==> src/shared/pms_pkg.sv <==
// Package for the probe maintenance sequencer: modes, timing and carriers.
// Assumes a single 10 MHz clock domain.
package pms_pkg;

  localparam int unsigned CLK_HZ           = 10_000_000;
  localparam int unsigned ON_DELAY_S       = 20;
  localparam int unsigned ON_DELAY_CYC     = ON_DELAY_S * CLK_HZ;
  localparam int unsigned BULK_LOAD_S      = 360;
  localparam int unsigned BULK_LOAD_CYC    = BULK_LOAD_S * CLK_HZ;
  localparam int unsigned SAMPLE_US        = 100;
  localparam int unsigned SAMPLE_CYC       = SAMPLE_US * (CLK_HZ / 1_000_000);
  localparam int          CNT_W            = 32;

  localparam logic [7:0]  BIAS_ZERO_V      = 8'h00;
  localparam logic [7:0]  BIAS_ROM_V       = 8'h0A;
  localparam logic [7:0]  BIAS_MAINT_V     = 8'h20;
  localparam logic [7:0]  MASK_MAINT_ON    = 8'h03;
  localparam logic [7:0]  MASK_MAINT_OFF   = 8'h04;
  localparam logic [7:0]  MASK_GROUP_ZERO  = 8'h00;

  typedef enum logic [1:0] {
    PMS_SW_ROM,
    PMS_SW_MAINT,
    PMS_SW_SCIENCE
  } pms_sw_t;

  typedef enum logic [2:0] {
    PMS_ST_IDLE,
    PMS_ST_BULK,
    PMS_ST_RUN,
    PMS_ST_PWRUP,
    PMS_ST_BIASED
  } pms_state_t;

  // One command from the spacecraft bus interface, pulsed for one cycle
  typedef struct packed {
    logic       reset_release;
    logic       reset_assert;
    logic       active_state;
    logic       power_control;
    logic       trigger;
    logic [7:0] trig_group;
    logic [7:0] trig_mask;
    logic       load_record;
    logic       load_last;
    logic       record_ok;
    logic       probe_cmd;
    logic [7:0] probe_bias;
    logic       maint_enter;
    logic       maint_leave;
  } pms_cmd_t;

  // Probe electronics outputs
  typedef struct packed {
    logic       power;
    logic [7:0] bias;
    logic       init_pulse;
  } pms_probe_t;

  // Status toward housekeeping
  typedef struct packed {
    pms_sw_t    sw;
    logic       clocks_full;
    logic       low_power;
    logic       maint_status;
    logic       receivers_on;
    logic       image_valid;
    logic       invalid_cmd;
    logic       rec_store;
  } pms_status_t;

endpackage

==> src/logic/pms_sequencer.sv <==
// Probe maintenance sequencer: boot path, probe power and bias control.
// Discretes arrive from pins; commands are one-cycle pulses on clk_i.
`timescale 1ns/1ns
// Overview of operation
// - ROM-only maintenance biases the probe to about 10 volts.
// - Maintenance software ignores general power-control commands.
// - Trigger mask 0,3 starts maintenance without setting the discrete status.
// - Trigger mask 0,4 sets bias to 0 volts, probe stays powered.
// - Active-state command switches processor clocks to full speed.
// - Valid bulk image runs; absent or corrupt keeps ROM taking load records.
// - Downloaded software logs load records as invalid and ignores them.
// - Storing a load record other than the last marks the next bulk image invalid.
// - Maintenance software load initializes probe and status even unpowered.
// - After download, initialization powers off all hardware including probe.
// - Under maintenance software, probe power-on sequence is stretched to about 20 seconds.
// - After turn-on delay under maintenance software, bias becomes 32 volts.
// - Ordinary probe commands change bias in maintenance mode.
// - Each off-to-on maintenance transition under maintenance software restores 32 volt bias.
// - On-to-off maintenance transition removes probe power.
// - Maintenance-off leaves probe power and bias unchanged when probe biased by direct commands.
// - Sleep removes probe power and enters low-power state.
// - Maintenance may be entered by explicit commands regardless of the bit.
module pms_sequencer
  import pms_pkg::*;
#(
  parameter int unsigned ON_DELAY   = ON_DELAY_CYC,
  parameter int unsigned BULK_DELAY = BULK_LOAD_CYC,
  parameter int unsigned SAMPLE     = SAMPLE_CYC
) (
  input  wire logic  clk_i,
  input  wire logic  rst_n_i,
  input  wire logic  maint_discrete_i,
  input  wire logic  sleep_discrete_i,
  input  pms_cmd_t   cmd_i,
  output pms_probe_t probe_o,
  output pms_status_t status_o
);

  typedef struct packed {
    logic [1:0]       rst_sync;
    logic [1:0]       maint_sync;
    logic [1:0]       sleep_sync;
    pms_state_t       state;
    logic [CNT_W-1:0] cnt;
    logic             maint_on;
    logic             direct_bias;
    pms_probe_t       probe;
    pms_status_t      status;
  } pms_top_t;

  pms_top_t st_ff;
  pms_top_t nxt_st;
  logic     rst_n;
  logic     m_rise;
  logic     m_fall;
  logic     sleep_now;
  logic     is_maint_sw;
  logic     trig_on;
  logic     trig_off;

  assign rst_n       = st_ff.rst_sync[1];
  assign sleep_now   = st_ff.sleep_sync[1];
  assign is_maint_sw = (st_ff.status.sw == PMS_SW_MAINT);
  assign trig_on     = cmd_i.trigger && cmd_i.trig_group == MASK_GROUP_ZERO
                       && cmd_i.trig_mask == MASK_MAINT_ON;
  assign trig_off    = cmd_i.trigger && cmd_i.trig_group == MASK_GROUP_ZERO
                       && cmd_i.trig_mask == MASK_MAINT_OFF;

  pms_edge_sampler #(
    .PERIOD (SAMPLE)
  ) u_sampler (
    .clk_i   (clk_i),
    .rst_n_i (rst_n),
    .level_i (st_ff.maint_sync[1]),
    .rise_o  (m_rise),
    .fall_o  (m_fall)
  );

  always_comb begin
    nxt_st                    = st_ff;
    nxt_st.rst_sync           = {st_ff.rst_sync[0], 1'b1};
    nxt_st.maint_sync         = {st_ff.maint_sync[0], maint_discrete_i};
    nxt_st.sleep_sync         = {st_ff.sleep_sync[0], sleep_discrete_i};
    nxt_st.probe.init_pulse   = 1'b0;
    nxt_st.status.invalid_cmd = 1'b0;
    nxt_st.status.rec_store   = 1'b0;
    if (st_ff.cnt != '0) begin
      nxt_st.cnt = st_ff.cnt - CNT_W'(1);
    end
    if (cmd_i.active_state) begin
      nxt_st.status.clocks_full = 1'b1;
      nxt_st.status.low_power   = 1'b0;
      if (st_ff.status.sw == PMS_SW_ROM && st_ff.state == PMS_ST_IDLE) begin
        nxt_st.state = PMS_ST_BULK;
        nxt_st.cnt   = CNT_W'(BULK_DELAY);
      end
    end
    if (cmd_i.load_record) begin
      if (st_ff.status.sw != PMS_SW_ROM) begin
        nxt_st.status.invalid_cmd = 1'b1;
      end else if (cmd_i.record_ok) begin
        nxt_st.status.rec_store   = 1'b1;
        nxt_st.status.image_valid = cmd_i.load_last;
        if (cmd_i.load_last) begin
          nxt_st.status.sw        = PMS_SW_MAINT;
          nxt_st.state            = PMS_ST_RUN;
          nxt_st.probe.power      = 1'b0;
          nxt_st.probe.bias       = BIAS_ZERO_V;
          nxt_st.probe.init_pulse = 1'b1;
          nxt_st.status.receivers_on = 1'b0;
          nxt_st.maint_on         = 1'b0;
        end
      end else begin
        nxt_st.status.invalid_cmd = 1'b1;
      end
    end
    case (st_ff.state)
      PMS_ST_IDLE: begin
      end
      PMS_ST_BULK: begin
        if (st_ff.cnt == '0) begin
          if (st_ff.status.image_valid) begin
            nxt_st.status.sw        = PMS_SW_MAINT;
            nxt_st.probe.power      = 1'b0;
            nxt_st.probe.bias       = BIAS_ZERO_V;
            nxt_st.probe.init_pulse = 1'b1;
            nxt_st.state            = PMS_ST_RUN;
          end else begin
            nxt_st.state = PMS_ST_IDLE;
          end
        end
      end
      PMS_ST_RUN: begin
      end
      PMS_ST_PWRUP: begin
        if (st_ff.cnt == '0) begin
          nxt_st.state      = PMS_ST_BIASED;
          nxt_st.probe.bias = BIAS_MAINT_V;
        end
      end
      PMS_ST_BIASED: begin
      end
      default: nxt_st.state = PMS_ST_IDLE;
    endcase
    if (cmd_i.power_control && !is_maint_sw) begin
      nxt_st.status.receivers_on = 1'b1;
    end
    if (m_rise || cmd_i.maint_enter) begin
      nxt_st.maint_on = 1'b1;
      nxt_st.direct_bias = 1'b0;
      if (st_ff.status.sw == PMS_SW_ROM) begin
        nxt_st.probe.power = 1'b1;
        nxt_st.probe.bias  = BIAS_ROM_V;
      end else if (is_maint_sw) begin
        nxt_st.probe.power = 1'b1;
        nxt_st.probe.bias  = BIAS_ZERO_V;
        if (st_ff.state == PMS_ST_BIASED) begin
          nxt_st.probe.bias = BIAS_MAINT_V;
        end else begin
          nxt_st.state = PMS_ST_PWRUP;
          nxt_st.cnt   = CNT_W'(ON_DELAY);
        end
      end
      nxt_st.status.maint_status = m_rise;
    end
    if (trig_on) begin
      nxt_st.status.sw   = PMS_SW_SCIENCE;
      nxt_st.probe.power = 1'b1;
      nxt_st.probe.bias  = BIAS_MAINT_V;
    end
    if (trig_off) begin
      nxt_st.probe.bias = BIAS_ZERO_V;
    end
    if (cmd_i.probe_cmd && st_ff.probe.power) begin
      nxt_st.probe.bias  = cmd_i.probe_bias;
      nxt_st.direct_bias = !st_ff.maint_on;
    end
    if ((m_fall || cmd_i.maint_leave) && st_ff.maint_on && !st_ff.direct_bias) begin
      nxt_st.probe.power = 1'b0;
      nxt_st.probe.bias  = BIAS_ZERO_V;
      nxt_st.maint_on    = 1'b0;
      nxt_st.status.maint_status = 1'b0;
      if (st_ff.state == PMS_ST_PWRUP || st_ff.state == PMS_ST_BIASED) begin
        nxt_st.state = PMS_ST_RUN;
      end
    end else if (m_fall) begin
      nxt_st.status.maint_status = 1'b0;
    end
    if (sleep_now) begin
      nxt_st.probe.power  = 1'b0;
      nxt_st.probe.bias   = BIAS_ZERO_V;
      nxt_st.status.low_power   = 1'b1;
      nxt_st.status.clocks_full = 1'b0;
      nxt_st.status.receivers_on = 1'b0;
      nxt_st.maint_on     = 1'b0;
      if (st_ff.state == PMS_ST_PWRUP || st_ff.state == PMS_ST_BIASED) begin
        nxt_st.state = PMS_ST_RUN;
      end
    end
    if (cmd_i.reset_assert) begin
      nxt_st.state       = PMS_ST_IDLE;
      nxt_st.status.sw   = PMS_SW_ROM;
      nxt_st.probe.power = 1'b0;
      nxt_st.probe.bias  = BIAS_ZERO_V;
      nxt_st.maint_on    = 1'b0;
      nxt_st.cnt         = '0;
    end
  end

  always_ff @(posedge clk_i or negedge rst_n_i) begin
    if (!rst_n_i) begin
      st_ff <= '0;
    end else begin
      st_ff <= nxt_st;
    end
  end

  assign probe_o  = st_ff.probe;
  assign status_o = st_ff.status;
endmodule

==> src/logic/pms_edge_sampler.sv <==
// Periodic sampler of the maintenance discrete with change detection.
// Input is synchronous to clk_i; sampling period is a parameter.
`timescale 1ns/1ns
module pms_edge_sampler
  import pms_pkg::*;
#(
  parameter int unsigned PERIOD = SAMPLE_CYC
) (
  input  wire logic clk_i,
  input  wire logic rst_n_i,
  input  wire logic level_i,
  output logic      rise_o,
  output logic      fall_o
);

  typedef struct packed {
    logic [CNT_W-1:0] cnt;
    logic             last;
    logic             rise;
    logic             fall;
  } pms_samp_t;

  pms_samp_t st_ff;
  pms_samp_t nxt_st;

  always_comb begin
    nxt_st      = st_ff;
    nxt_st.rise = 1'b0;
    nxt_st.fall = 1'b0;
    if (st_ff.cnt >= CNT_W'(PERIOD - 1)) begin
      nxt_st.cnt  = '0;
      nxt_st.last = level_i;
      nxt_st.rise = level_i & ~st_ff.last;
      nxt_st.fall = ~level_i & st_ff.last;
    end else begin
      nxt_st.cnt = st_ff.cnt + CNT_W'(1);
    end
  end

  always_ff @(posedge clk_i or negedge rst_n_i) begin
    if (!rst_n_i) begin
      st_ff <= '0;
    end else begin
      st_ff <= nxt_st;
    end
  end

  assign rise_o = st_ff.rise;
  assign fall_o = st_ff.fall;
endmodule

==> config.mk <==
export PLATFORM = sky130hd
export DESIGN_NAME = pms_sequencer
export DESIGN_NICKNAME = d
export VERILOG_FILES = /design/src/shared/pms_pkg.sv /design/src/logic/pms_sequencer.sv /design/src/logic/pms_edge_sampler.sv
export SDC_FILE = /design/constraint.sdc
export NUM_CORES = 1
export LEC_CHECK = 0
export BUFFER_PORTS_ARGS = -buffer_cell sky130_fd_sc_hd__buf_4
export CAP_MARGIN = 15
export CELL_PAD_IN_SITES_DETAIL_PLACEMENT = 1
export CELL_PAD_IN_SITES_GLOBAL_PLACEMENT = 1
export CORE_MARGIN = 4
export CORE_UTILIZATION = 40
export CTS_CLUSTER_SIZE = 30
export DETAILED_ROUTE_END_ITERATION = 10
export MAX_ROUTING_LAYER = met4
export PLACE_DENSITY_LB_ADDON = 0.12
export SLEW_MARGIN = 20
export SYNTH_ARGS = -nofsm -noshare
export SYNTH_HDL_FRONTEND = slang
export SYNTH_HIERARCHICAL = 1
export SYNTH_SLANG_ARGS = --single-unit
export TNS_END_PERCENT = 30
==> constraint.sdc <==
create_clock -name clk_i -period 2.9 [get_ports clk_i]
set_clock_uncertainty 0.2 [all_clocks]
set_input_delay 0.58 -clock clk_i [delete_from_list [all_inputs] [get_ports clk_i]]
set_output_delay 0.58 -clock clk_i [all_outputs]
set_load 0.005 [all_outputs]
==> results.py <==
metrics = {
    "critical_path": {
        "timing.critical_path.from": "st_ff[21]$_DFF_PN0_",
        "crit_path_class": "reg -> reg",
        "critical-path-slowest-cell": "sky130_fd_sc_hd__a2111o_1",
        "worst-path-max-fanout": 4,
        "max_stage_delay_ps": 440,
        "worst-endpoint-arrival_ps": 2790,
        "cpLargestDelayFamily": "simple AND/OR/NAND/NOR gates",
        "critical_path.endpoint_type": "flip-flop",
        "worst-endpoint-required_ps": 2960,
        "critical_path.n_buffers_inverters": 1,
        "ff2ff_setup_slack_ps": 170,
        "critical_path.most_common_cell": "sky130_fd_sc_hd__or3_1",
        "worst_r2r_startpoint": "st_ff[21]$_DFF_PN0_",
        "crit_path_start_kind": "flip-flop",
        "crit_chain": "inv_1 -> ha_2 -> or3b_1 -> or3_1 -> a2111o_1 -> or3_1 -> a21oi_1",
    },
    "status": {
        "status": "finished clean",
    },
    "yosys": {
        "synth_seq_cells": 97,
        "yosys.area.top_type_share_pct": 52.9,
        "synth.top_cells.by_area": "sky130_fd_sc_hd__dfrtp_1 (53%), sky130_fd_sc_hd__buf_4 (3.4%), sky130_fd_sc_hd__nor2_1 (3.4%)",
        "avgSynthCellArea_um2": 10.4,
        "synth_edf_count": 0,
        "post_synth_num_cell_types": 61,
        "count_of_warnings_emitted_by_yosys": 6,
        "mappedNetlistArea_um2": 4590,
        "yosys_top_cell_by_area": "sky130_fd_sc_hd__dfrtp_1",
        "synthCells": 442,
        "synth_async_sr_flop_share_pct": 100,
        "yosysSeqAreaShare_pct": 52.9,
        "ys.flop_type": "sky130_fd_sc_hd__dfrtp_1",
    },
    "routing": {
        "detailroute.via_count": 3707,
        "total_wirelength_mm": 11.9,
        "drc_errors_left": 0,
        "initialDrtViolationCount": 191,
        "final_antenna_net_count": 0,
        "wl_per_cell_um": 18.1,
        "drt-vias-per-instance": 5.63,
        "drt_first_pass_iters": 4,
    },
    "timing": {
        "timing.slew.headroom_pct": 46.4,
        "fmax_ghz": 0.366,
        "whs_ps": 80.2,
        "grt_setup_unrepaired": "no",
        "tightest_slew_ps": 804,
        "final_period_minus_worst_setup_slack_ps": 2730,
        "final_hold_violation_count": 0,
        "finalCritPeriodShare_pct": 94.2,
        "totalNegativeSetupSlack_ps": 0,
        "finalSetupViolCount": 0,
        "slew_violations": 0,
    },
    "placed_design": {
        "gp_routability_congestion": 0.771,
        "placedCellCount": 642,
        "detailed_place_hpwl_mm": 8.54,
        "buffer_ports.inserted": 56,
        "post_dp_cell_area_um2": 5170,
    },
    "final_layout": {
        "post_route_cells_drive_above_1_share_pct": 19.5,
        "post_layout_nonfiller_instances": 658,
        "final_nets": 554,
        "stdcell_area_um2": 5460,
        "antenna-diode-count": 0,
        "area_taken_by_flip_flops_and_latches_um2": 2430,
        "most-common-layout-cells": "sky130_fd_sc_hd__dfrtp_1 (97), sky130_fd_sc_hd__buf_4 (72), sky130_fd_sc_hd__nor2_1 (41)",
        "num-fill-cells": 1236,
        "leading_cell_type_in_the_layout_fill_and_taps_excluded": "sky130_fd_sc_hd__dfrtp_1",
        "total_area_of_multi_input_combinational_cells_um2": 1980,
        "syn2layout_area_growth_pct": 18.8,
    },
    "floorplan": {
        "placement_row_count": 38,
        "die_w_um": 115,
        "initial_core_util_pct": 41.6,
        "fp.dieArea_um2": 13300,
        "boundaryPins": 58,
        "die_h_um": 115,
        "core_area_um2": 11000,
    },
    "power_and_ir_drop": {
        "peakVddDrop_v": 0.000394,
        "pwr_density_cell_nw_per_um2": 800,
        "internal_power_mw": 2.79,
        "power.net_switching_mw": 1.58,
        "power.share.sequential_pct": 39.7,
        "power_leakage_nw": 2.45,
        "p_sw_share_pct": 36.2,
        "clock_power_share_pct": 25.8,
        "power.share.combinational_pct": 34.4,
    },
    "clocking": {
        "cts-hold-fix-buffers": 0,
        "clock_path_buffers": 2,
        "cts_tree": "built",
        "cts_sinks": 97,
        "clk_root_buffer_cell": "sky130_fd_sc_hd__clkbuf_16",
        "post-cts-setup-buffers": 0,
        "clkLatencyLatePin_ps": 340,
        "h-tree-depth": 3,
        "number_of_gates_given_a_new_drive_strength_after_cts": 0,
        "cts.reportedPaths.clkPinSlew_ps": 70,
        "cts-buffers-inserted": 9,
    },
    "global_route": {
        "aggregate_global_route_resource_usage_pct": 19.7,
        "antenna_found_initial": 0,
        "grt_max_degree": 63,
        "vias_in_the_first_global_route": 3991,
        "first_pass_grt_wire_length_mm": 19.8,
        "grt_overflow_total": 0,
    },
    "worst_hold_path": {
        "hold_path_class": "reg -> async",
    },
    "job": {
        "max-cap-violations": 0,
    },
}
power by group through the flow:
stage	Sequential (mW)	Combinational, mW	Clock (mW)
final	1.73	1.50	1.13
after global routing	1.76	1.67	1.24
after CTS	1.73	1.50	1.17
after detailed placement	1.75	1.49	0
after global placement	1.74	1.44	0
after floorplan	1.70	0.995	0
flip-flops by register name (all words and copies together) (netlist names), 3 cells and up:
name and count:
st_ff 38, probe_o 10, nxt_st 3, status_o 9, u_sampler/st_ff 33
stage by stage:
step | setup slack, ps | power, mW | util, %
after floorplan | 304 | 2.69 | -
after global placement | 242 | 3.17 | 46.9
after detailed placement | 169 | 3.24 | 46.9
after CTS | 130 | 4.40 | 49.4
after global routing | 7.30 | 4.66 | 49.5
final | 168 | 4.36 | 49.5
cells in the mapped netlist, types with 3 or more instances:
master and n:
sky130_fd_sc_hd__dfrtp_1 97, sky130_fd_sc_hd__nor2_1 41, sky130_fd_sc_hd__buf_4 21, sky130_fd_sc_hd__nand2_1 21
sky130_fd_sc_hd__o21ai_0 16, sky130_fd_sc_hd__or3_1 16, sky130_fd_sc_hd__a21oi_1 15, sky130_fd_sc_hd__a31oi_1 15
sky130_fd_sc_hd__nand3_1 15, sky130_fd_sc_hd__inv_1 13, sky130_fd_sc_hd__or4_1 13, sky130_fd_sc_hd__nor4_1 12
sky130_fd_sc_hd__nand4_1 11, sky130_fd_sc_hd__nor3_1 10, sky130_fd_sc_hd__clkbuf_1 8, sky130_fd_sc_hd__and3_1 7
sky130_fd_sc_hd__xnor2_1 7, sky130_fd_sc_hd__a22o_1 6, sky130_fd_sc_hd__a311oi_1 6, sky130_fd_sc_hd__nand4b_1 6
sky130_fd_sc_hd__o211ai_1 6, sky130_fd_sc_hd__a211o_1 5, sky130_fd_sc_hd__a211oi_1 5, sky130_fd_sc_hd__and4_1 5
sky130_fd_sc_hd__nor2b_1 5, sky130_fd_sc_hd__o31ai_1 5, sky130_fd_sc_hd__o41ai_1 5, sky130_fd_sc_hd__and2_1 4
sky130_fd_sc_hd__a21boi_0 3, sky130_fd_sc_hd__or2_2 3, sky130_fd_sc_hd__xor2_1 3
cell type report:
| class | instances | share of cell area (%) |
|---|---|---|
| clock inverter | 5 | 0.711 |
| tap | 140 | 3.21 |
| inverter | 13 | 0.894 |
| sequential | 97 | 44.5 |
| clock buffer | 11 | 4.45 |
| multi-input combinational | 320 | 36.3 |
| timing repair buffer | 72 | 9.91 |
final timing paths:
path	to	depth (start not counted)
worst max-delay path	st_ff[39]$_DFF_PN0_	7
worst min-delay path	u_sampler/rise_o$_DFF_PN0_	1
worst max register to register	st_ff[39]$_DFF_PN0_	7
worst min register to register	u_sampler/rise_o$_DFF_PN0_	1
max in group asynchronous	probe_o[4]$_DFF_PN0_	1
min in group clk_i	nxt_st[59]$_DFF_PN0_	1
layer usage:
metal / vias to the layer above / share of wire [%] / GRT usage (%)
li1: 1772 / - / -
met1: 1875 / 44 / 24.1
met2: 50 / 51 / 32.6
met3: 10 / 3.3 / 3.47
met4: 0 / 1.4 / 7.67
met5: - / 0 / -
logic make-up after synthesis:
logic type	after synthesis	share of synthesized area [%]
other cells	2	0.164
compound gates	99	15.4
flops	97	52.9
mux	2	0.545
xor+xnor	10	1.91
buf+inv	46	5.72
fa+ha+maj	2	0.545
simple gates	184	22.9
Power figures use the tool's default switching activity.
